[config.mk]
export PLATFORM = sky130hd
export DESIGN_NAME = sar_adc_control
export DESIGN_NICKNAME = d
export VERILOG_FILES = /design/src/sar_ctrl_pkg.sv /design/src/sar_adc_control.sv
export SDC_FILE = /design/constraint.sdc
export NUM_CORES = 1
export LEC_CHECK = 0
export BUFFER_PORTS_ARGS = -buffer_cell sky130_fd_sc_hd__buf_2
export CELL_PAD_IN_SITES_DETAIL_PLACEMENT = 0
export CELL_PAD_IN_SITES_GLOBAL_PLACEMENT = 1
export CORE_ASPECT_RATIO = 0.6
export CORE_MARGIN = 4
export CORE_UTILIZATION = 45
export CTS_CLUSTER_SIZE = 10
export DETAILED_ROUTE_END_ITERATION = 10
export MAX_ROUTING_LAYER = met4
export PLACE_DENSITY_LB_ADDON = 0.1
export SYNTH_ARGS = -nofsm -noshare
export SYNTH_HDL_FRONTEND = slang
export SYNTH_SLANG_ARGS = --single-unit
[constraint.sdc]
create_clock -name sys_clk_i -period 12.47 [get_ports sys_clk_i]
set_clock_uncertainty 0.2 [all_clocks]
set_input_delay 2.494 -clock sys_clk_i [delete_from_list [all_inputs] [get_ports sys_clk_i]]
set_output_delay 2.494 -clock sys_clk_i [all_outputs]
set_load 0.02 [all_outputs]
[src/sar_ctrl_pkg.sv]
package sar_ctrl_pkg;

   // ----------------------------------------------------------------
   // Widths and counts
   // ----------------------------------------------------------------
   localparam int RES_W = 10;
   localparam int ACC_W = 16;
   localparam int CH_W = 5;
   localparam int DIV_SEL_W = 3;
   localparam int ACC_SEL_W = 3;
   localparam int DLY_W = 4;
   localparam int CNV_CYCLES = 13;
   localparam int MAX_ACC = 64;
   localparam logic [3:0] CNV_LAST = 4'hc;
   localparam logic [3:0] LOCK_END = 4'hb;
   localparam logic [1:0] REF_INTERNAL = 2'h0;
   localparam logic [15:0] LFSR_SEED = 16'hace1;

   // ----------------------------------------------------------------
   // Window compare modes
   // ----------------------------------------------------------------
   localparam logic [2:0] WIN_NONE = 3'h0;
   localparam logic [2:0] WIN_BELOW = 3'h1;
   localparam logic [2:0] WIN_ABOVE = 3'h2;
   localparam logic [2:0] WIN_INSIDE = 3'h3;
   localparam logic [2:0] WIN_OUTSIDE = 3'h4;

   typedef struct packed {
      logic [1:0] reference_select;
      logic [CH_W-1:0] input_channel_select;
   } analog_sel_s;

   typedef struct packed {
      logic [2:0] mode;
      logic [RES_W-1:0] low;
      logic [RES_W-1:0] high;
   } window_cfg_s;

   typedef enum logic [1:0] {
      ST_IDLE,
      ST_DELAY,
      ST_CONV
   } conv_state_e;

endpackage

[src/sar_adc_control.sv]
`timescale 1ns/1ps
// Operation
// - Converter runs only while enable is one.
// - Reference and channel applied only once enabled.
// - Result is the 16-bit sum of samples, right aligned.
// - Start by software command or routed event.
// - Window compare gates the interrupt by threshold.
// - Sum up to sixty-four samples per result.
// - Inter-sample delay with optional random variation.
// - Converter clock from internal peripheral clock prescaler.
// - Debug halt stops block unless debug-run set.
// - Debug-run set keeps block running when halted.
// - Single or free-running mode by control bit.
// - Resolution select: 10-bit or 8-bit, both taking the same thirteen cycles.
// - Reference defaults to internal source after reset.
// - Writing start command one begins a conversion.
// - Interrupt on completion only when source enabled.
// - Event start enable lets events start conversions.
// - Start bit reads one while converting.
// - Conversion takes thirteen converter clock cycles.
// - Ready flag set on done; cleared by read/write-one.
// - Free-running restarts immediately after each completion.
module sar_adc_control
   import sar_ctrl_pkg::*;
#(
   parameter int CH_WIDTH = CH_W
) (
   // Clock and reset
   input wire logic sys_clk_i,
   input wire logic reset_n_i,
   // Configuration
   input wire logic enable_i,
   input wire logic resolution_select_i,
   input wire logic free_running_enable_i,
   input wire logic [ACC_SEL_W-1:0] accumulation_count_select_i,
   input wire logic [1:0] reference_select_i,
   input wire logic [DIV_SEL_W-1:0] clock_divider_select_i,
   input wire logic [CH_W-1:0] input_channel_select_i,
   input wire logic event_start_enable_i,
   input wire logic debug_run_enable_i,
   input wire logic [DLY_W-1:0] sample_delay_i,
   input wire logic sample_delay_random_i,
   input wire window_cfg_s window_cfg_i,
   input wire logic result_ready_int_enable_i,
   // Commands
   input wire logic start_conversion_cmd_i,
   input wire logic result_read_i,
   input wire logic result_ready_clear_i,
   input wire logic debug_halt_i,
   input wire logic event_i,
   // Analog core
   input wire logic [RES_W-1:0] sar_data_i,
   // Status and analog controls
   output logic start_conversion_cmd_o,
   output logic [ACC_W-1:0] result_o,
   output logic result_ready_flag_o,
   output logic window_flag_o,
   output logic irq_o,
   output logic adc_clk_o,
   output logic sample_o,
   output logic low_res_o,
   output analog_sel_s analog_sel_o
);

   // ----------------------------------------------------------------
   // Synchronisers and start detection
   // ----------------------------------------------------------------
   logic ev_meta_ff, ev_sync_ff, ev_prev_ff;
   logic halt_meta_ff, halt_sync_ff;

   always_ff @(posedge sys_clk_i) begin
      if (!reset_n_i) begin
         ev_meta_ff <= 1'b0;
         ev_sync_ff <= 1'b0;
         ev_prev_ff <= 1'b0;
         halt_meta_ff <= 1'b0;
         halt_sync_ff <= 1'b0;
      end else begin
         ev_meta_ff <= event_i;
         ev_sync_ff <= ev_meta_ff;
         ev_prev_ff <= ev_sync_ff;
         halt_meta_ff <= debug_halt_i;
         halt_sync_ff <= halt_meta_ff;
      end
   end

   // Events are edge sensitive, so a held event line starts one conversion.
   wire ev_edge = ev_sync_ff & ~ev_prev_ff;
   wire run_ok = enable_i & (~halt_sync_ff | debug_run_enable_i);
   wire ev_start = ev_edge & event_start_enable_i;

   // ----------------------------------------------------------------
   // Prescaler
   // ----------------------------------------------------------------
   conv_state_e state_ff, nxt_state;
   logic busy_ff;
   logic [7:0] pre_cnt_ff;
   logic adc_clk_ff;

   // Divide by 2, 4, ... 256; the counter stays in reset while idle.
   // Holding it in reset gives a fixed delay from a start to the first tick.
   // A halt only freezes the counter, so a halted conversion resumes in place.
   wire [7:0] pre_half = 8'(8'h01 << clock_divider_select_i);
   wire pre_wrap = (pre_cnt_ff == pre_half - 8'h01);
   wire adc_tick = busy_ff & run_ok & pre_wrap & adc_clk_ff;

   always_ff @(posedge sys_clk_i) begin
      if (!reset_n_i || !enable_i || !busy_ff) begin
         pre_cnt_ff <= 8'h00;
         adc_clk_ff <= 1'b0;
      end else if (run_ok) begin
         pre_cnt_ff <= pre_wrap ? 8'h00 : pre_cnt_ff + 8'h01;
         adc_clk_ff <= pre_wrap ? ~adc_clk_ff : adc_clk_ff;
      end
   end

   // ----------------------------------------------------------------
   // Conversion sequencer
   // ----------------------------------------------------------------
   logic [3:0] cyc_ff;
   logic [6:0] smp_ff;
   logic [DLY_W-1:0] dly_ff;
   logic [15:0] lfsr_ff;
   logic [ACC_W-1:0] acc_ff;
   logic [ACC_W-1:0] res_ff;
   logic rdy_ff, win_ff, irq_ff, samp_ff;
   logic low_res_ff;
   analog_sel_s sel_ff;

   // Codes above six would ask for more than 64 samples, so they clamp to 64.
   wire [ACC_SEL_W-1:0] acc_sel = (accumulation_count_select_i > ACC_SEL_W'(6)) ?
      ACC_SEL_W'(6) : accumulation_count_select_i;
   wire [6:0] n_samples = 7'(7'h01 << acc_sel);
   wire last_sample = (smp_ff == n_samples - 7'h01);
   wire conv_done = (state_ff == ST_CONV) & adc_tick & (cyc_ff == CNV_LAST);
   wire burst_done = conv_done & last_sample;
   wire sw_start = start_conversion_cmd_i & run_ok;
   wire start_req = ~busy_ff & (sw_start | (ev_start & run_ok));
   // Free-running restarts on completion without a fresh command.
   wire restart = burst_done & free_running_enable_i;
   wire [RES_W-1:0] sample_val = resolution_select_i ?
      {2'b00, sar_data_i[RES_W-1:2]} : sar_data_i;
   wire [ACC_W-1:0] sum_val = acc_ff + ACC_W'(sample_val);
   wire [DLY_W-1:0] dly_load = sample_delay_random_i ?
      (sample_delay_i ^ lfsr_ff[DLY_W-1:0]) : sample_delay_i;
   wire [RES_W-1:0] cmp_val = sum_val[RES_W-1:0];
   wire below = cmp_val < window_cfg_i.low;
   wire above = cmp_val > window_cfg_i.high;
   logic win_hit;

   always_comb begin
      case (window_cfg_i.mode)
         WIN_NONE: win_hit = 1'b1;
         WIN_BELOW: win_hit = below;
         WIN_ABOVE: win_hit = above;
         WIN_INSIDE: win_hit = ~below & ~above;
         WIN_OUTSIDE: win_hit = below | above;
         default: win_hit = 1'b1;
      endcase
   end

   always_comb begin
      nxt_state = state_ff;
      case (state_ff)
         ST_IDLE: if (start_req) nxt_state = ST_CONV;
         ST_DELAY: if (adc_tick && dly_ff == '0) nxt_state = ST_CONV;
         ST_CONV: begin
            if (conv_done) begin
               if (!last_sample) nxt_state = ST_DELAY;
               else if (!restart) nxt_state = ST_IDLE;
            end
         end
         default: nxt_state = ST_IDLE;
      endcase
      if (!enable_i) nxt_state = ST_IDLE;
   end

   always_ff @(posedge sys_clk_i) begin
      if (!reset_n_i) begin
         state_ff <= ST_IDLE;
         busy_ff <= 1'b0;
         cyc_ff <= 4'h0;
         smp_ff <= 7'h00;
         dly_ff <= '0;
         lfsr_ff <= LFSR_SEED;
         acc_ff <= '0;
      end else begin
         state_ff <= nxt_state;
         busy_ff <= (nxt_state != ST_IDLE);
         lfsr_ff <= {lfsr_ff[14:0], lfsr_ff[15] ^ lfsr_ff[13] ^ lfsr_ff[12] ^ lfsr_ff[10]};
         if (state_ff == ST_IDLE) begin
            cyc_ff <= 4'h0;
            smp_ff <= 7'h00;
            acc_ff <= '0;
         end else if (conv_done) begin
            cyc_ff <= 4'h0;
            smp_ff <= last_sample ? 7'h00 : smp_ff + 7'h01;
            acc_ff <= last_sample ? '0 : sum_val;
            dly_ff <= dly_load;
         end else if (adc_tick) begin
            if (state_ff == ST_CONV) cyc_ff <= cyc_ff + 4'h1;
            else if (dly_ff != '0) dly_ff <= dly_ff - DLY_W'(1);
         end
      end
   end

   // ----------------------------------------------------------------
   // Result, flags and analog selections
   // ----------------------------------------------------------------
   // Selections track the inputs only while enabled and not in conversion cycles 0 to 10.
   wire sel_open = enable_i & ((state_ff != ST_CONV) | (cyc_ff >= LOCK_END));

   always_ff @(posedge sys_clk_i) begin
      if (!reset_n_i) begin
         res_ff <= '0;
         rdy_ff <= 1'b0;
         win_ff <= 1'b0;
         irq_ff <= 1'b0;
         samp_ff <= 1'b0;
         low_res_ff <= 1'b0;
         sel_ff <= '{reference_select: REF_INTERNAL, input_channel_select: '0};
      end else begin
         if (burst_done) res_ff <= sum_val;
         // A completion in the same cycle as a clear keeps the flag set.
         if (burst_done) rdy_ff <= 1'b1;
         else if (result_read_i || result_ready_clear_i) rdy_ff <= 1'b0;
         if (burst_done && win_hit) win_ff <= 1'b1;
         else if (result_read_i || result_ready_clear_i) win_ff <= 1'b0;
         irq_ff <= result_ready_int_enable_i & (burst_done ? win_hit : win_ff);
         samp_ff <= (state_ff == ST_CONV) & (cyc_ff < 4'h2);
         low_res_ff <= resolution_select_i;
         if (sel_open) begin
            sel_ff.reference_select <= reference_select_i;
            sel_ff.input_channel_select <= input_channel_select_i;
         end
      end
   end

   assign start_conversion_cmd_o = busy_ff;
   assign result_o = res_ff;
   assign result_ready_flag_o = rdy_ff;
   assign window_flag_o = win_ff;
   assign irq_o = irq_ff;
   assign adc_clk_o = adc_clk_ff;
   assign sample_o = samp_ff;
   assign low_res_o = low_res_ff;
   assign analog_sel_o = sel_ff;

   // Independent count of converter ticks, so the length check
   // does not lean on the sequencer's own counter.
   logic [3:0] chk_ticks_ff;

   always_ff @(posedge sys_clk_i) begin
      if (!reset_n_i || state_ff != ST_CONV || conv_done) begin
         chk_ticks_ff <= 4'h0;
      end else if (adc_tick) begin
         chk_ticks_ff <= chk_ticks_ff + 4'h1;
      end
   end
endmodule

==> results.tsv <==
stage	metric	value	unit
outcome	status	complete, no violations	
critical_path	RR Startpoint	acc_ff[0]	
synthesis	Syn. warnings	0	
detailed_routing	WL/cell	15.6	um
detailed_routing	DR vias	4244	
sta	fin. max-slew vios	0	
placed_design	Final Wtd Congestion	0.861	
synthesis	XOR/XNOR share of the synthesized area	7.24	%
final_layout	area delta synth->final	17.2	%
sta	Final Setup Violations	0	
detailed_routing	routed wire length	12400	um
sta	setup TNS	0	ps
grt	total track usage	20.6	%
synthesis	post-synthesis simple-gate area fraction	19.7	%
power	worst vdd ir	0.0693	mV
floorplanning	Core Box Area	10700	um2
synthesis	EDFF count, synth	0	
cts	CTS root buf	clkbuf_16	
detailed_routing	vias per cell	5.34	
min_path	Hold EP	lfsr_ff[10]	
critical_path	critical path endpoint category	flop	
sta	final hold vios	0	
grt	largest net degree at the start of global routing	41	
power	Pwr per Cell Area	111	nW/um2
floorplanning	Total Die Area	12800	um2
detailed_routing	ANT nets after route	0	
placed_design	placed inst area	5520	um2
cts	Worst-path clk slew	70	ps
cts	TritonCTS Buffers	9	
sta	slew margin rel.	20.4	%
floorplanning	Die X	144	um
sta	Least-Margin Pin Slew	1190	ps
synthesis	Most used DFF post-synth	dfxtp_1	
sta	Final Cycle Share	52.0	%
final_layout	Final Net Count	752	
grt	vias in the first global route	4012	
synthesis	mux contribution to synthesized area	6.54	%
min_path	Tightest Hold Check Type	reg -> reg	
synthesis	Post-synth top cells	dfxtp_1 (92), nor2_1 (50), inv_1 (42)	
cts	worst skew pair latency	340	ps
sta	Final Critical Period	6480	ps
detailed_routing	drc violations	0	
floorplanning	Core Rows	29	
grt	GRT Residual Overflow	0	
min_path	Hold Path Stages	1	
synthesis	register bit total from synthesis	92	
detailed_routing	initial DRC count	162	
placed_design	PortBufs	93	
synthesis	Syn Std Cell Area	4960	um2
synthesis	top cells by area, synth	dfxtp_1 (37%), ha_1 (9.1%), mux2i_1 (4.6%), xnor2_1 (4.4%), nor2_1 (3.8%)	
placed_design	Post-DP HPWL	9630	um
cts	CTS tree	done	
sta	setup ws final	5990	ps
critical_path	worst setup path class	in -> reg	
synthesis	Async S/R FF share, synth	0	%
cts	PostCTS Resize Cnt	0	
cts	cts-stage hold buffer count	0	
floorplanning	chip height	89.3	um
grt	first-pass GRT wire length	20100	um
detailed_routing	First-pass DRT Iterations	4	
final_layout	filler cell count	997	
cts	CTS Buffer Depth	2	
synthesis	compound-cell area share of the yosys netlist	15.0	%
placed_design	post-place setup slack	5680	ps
synthesis	Mapped Cells	567	
power	leakage	2.52	nW
sta	max frequency	0.154	GHz
critical_path	startpoint types	input port	
sta	RSZ-0062 raised after global routing	false	
cts	Setup Buffers After CTS	0	
synthesis	largest family of logic cells by synthesized area	simple AND/OR/NAND/NOR gates	
synthesis	post-synthesis average cell area	8.74	um2
floorplanning	Initial Util	46.5	%
critical_path	Req. time, crit path	12440	ps
final_layout	area occupied by multi-input gates	2880	um2
final_layout	register area	1840	um2
final_layout	ANT cells	0	
synthesis	area leader, netlist	dfxtp_1	
final_layout	design area	5810	um2
critical_path	FF-to-FF End	irq_o	
min_path	HP Start	lfsr_ff[9]	
cts	H-tree levels	3	
synthesis	dominant cell by count in the synthesized netlist	dfxtp_1	
synthesis	Seq/Total Area, Yosys	37.2	%
floorplanning	IO Count	94	
cts	clock sinks	92	
grt	initial antenna violation count	0	
synthesis	adder-cell share of the synthesized area	9.49	%
final_layout	share of cells above drive strength 1	19.1	%
synthesis	post-synth top area share	37.2	%
flow_run	Max-Cap Viols	0	
critical_path	Worst Path Arrival	6450	ps
synthesis	count of different cell masters after synthesis	55	
synthesis	syn_nets	668	
critical_path	Reg2Reg Setup Slack	8340	ps
critical_path	R2R depth	16	
critical_path	crit-path max FO	11	
## flip-flops by register name, summed over array words and instances (netlist names), 2 cells and up
signal	count
smp_ff	7
lfsr_ff	16
dly_ff	4
result_o	16
pre_cnt_ff	8
analog_sel_o	7
state_ff	2
acc_ff	16
cyc_ff	4
## report_power, final
part | total (mW) | internal [mW] | switching (mW) | leakage [nW]
Sequential | 0.302 | 0.300 | 0.00257 | 0.748
Combinational | 0.0741 | 0.0328 | 0.0413 | 1.62
Clock | 0.269 | 0.141 | 0.128 | 0.145
## metrics by stage
stage / hold WS, ps / instances / power (mW) / utilization [%]
2_1_floorplan: 186 / 567 / 0.357 / -
3_3_place_gp: 194 / 779 / 0.382 / 51.7
3_5_place_dp: 192 / 779 / 0.383 / 51.7
4_1_cts: 210 / 795 / 0.655 / 54.5
5_1_grt: 226 / 795 / 0.678 / 54.5
6_report: 207 / 795 / 0.646 / 54.5
## cell type report
| class | instances | area share, % |
|---|---|---|
| Tap cell | 139 | 2.99 |
| Inverter | 42 | 2.71 |
| Multi-Input combinational cell | 413 | 49.6 |
| Clock buffer | 9 | 3.88 |
| Clock inverter | 7 | 1.14 |
| Sequential cell | 92 | 31.7 |
| Timing Repair Buffer | 93 | 8.01 |
## worst max path at each step
stage	to	cells past startpoint	from	slack [ps]
global route	irq_o	16	resolution_select_i	5640
CTS	irq_o	16	resolution_select_i	6030
floorplan	irq_o	15	resolution_select_i	6060
finish	irq_o	16	resolution_select_i	5990
global placement	irq_o	16	resolution_select_i	5780
detailed placement	irq_o	16	resolution_select_i	5680
## worst max-delay path, cell delays in order
cell	delay, ps
buf_2	220
mux2i_1	340
inv_1	80
ha_1	280
a21oi_1	190
o211ai_1	180
o22ai_1	410
or4b_2	620
o211ai_1	230
ha_1	330
a21oi_1	170
nand2_1	60
o21ai_0	270
a21oi_1	100
o32ai_1	340
o22ai_1	130
## logic make-up after synthesis
family | after synthesis
flip-flops | 92
AND/OR/NAND/NOR | 189
AO/OA/AOI/OAI | 115
buffers and inverters | 62
XOR/XNOR | 41
adder cells (fa/ha/maj) | 37
multiplexers | 31
## layout by cell type, fill, tap and decap left out, types with 2 or more instances in the layout
| cell type | instances |
|---|---|
| buf_2 | 93 |
| dfxtp_1 | 92 |
| nor2_1 | 50 |
| inv_1 | 42 |
| ha_1 | 36 |
| nand2_1 | 34 |
| o21ai_0 | 30 |
| a21oi_1 | 27 |
| xnor2_1 | 25 |
| mux2i_1 | 23 |
| and2_1 | 16 |
| xor2_1 | 16 |
| nand2b_1 | 14 |
| nand3_1 | 13 |
| nor3_1 | 10 |
| o21a_1 | 10 |
| a22o_1 | 10 |
| nor2b_1 | 9 |
| clkbuf_16 | 9 |
| o211ai_1 | 8 |
| nand4_1 | 8 |
| and3_1 | 7 |
| mux2_2 | 7 |
| or3_1 | 6 |
| o22ai_1 | 5 |
| or2_2 | 5 |
| nor4_1 | 4 |
| a21o_1 | 3 |
| nand3b_1 | 3 |
| inv_6 | 3 |
| o2111ai_1 | 2 |
| a2111oi_0 | 2 |
| nor4b_1 | 2 |
| o31a_1 | 2 |
| nand4bb_1 | 2 |
| o31ai_1 | 2 |
| a21boi_0 | 2 |
| a31oi_1 | 2 |
| clkinv_4 | 2 |
| inv_8 | 2 |
## layer usage
| layer | up-vias | GRT usage, % | part of all wire, % |
|---|---|---|---|
| met5 | - | - | 0 |
| met4 | 0 | 4.19 | 0.37 |
| met3 | 4 | 6.15 | 7.4 |
| met2 | 102 | 27.6 | 40 |
| met1 | 1990 | 30.3 | 53 |
| li1 | 2148 | - | - |
(Power assumes the default switching activity.)
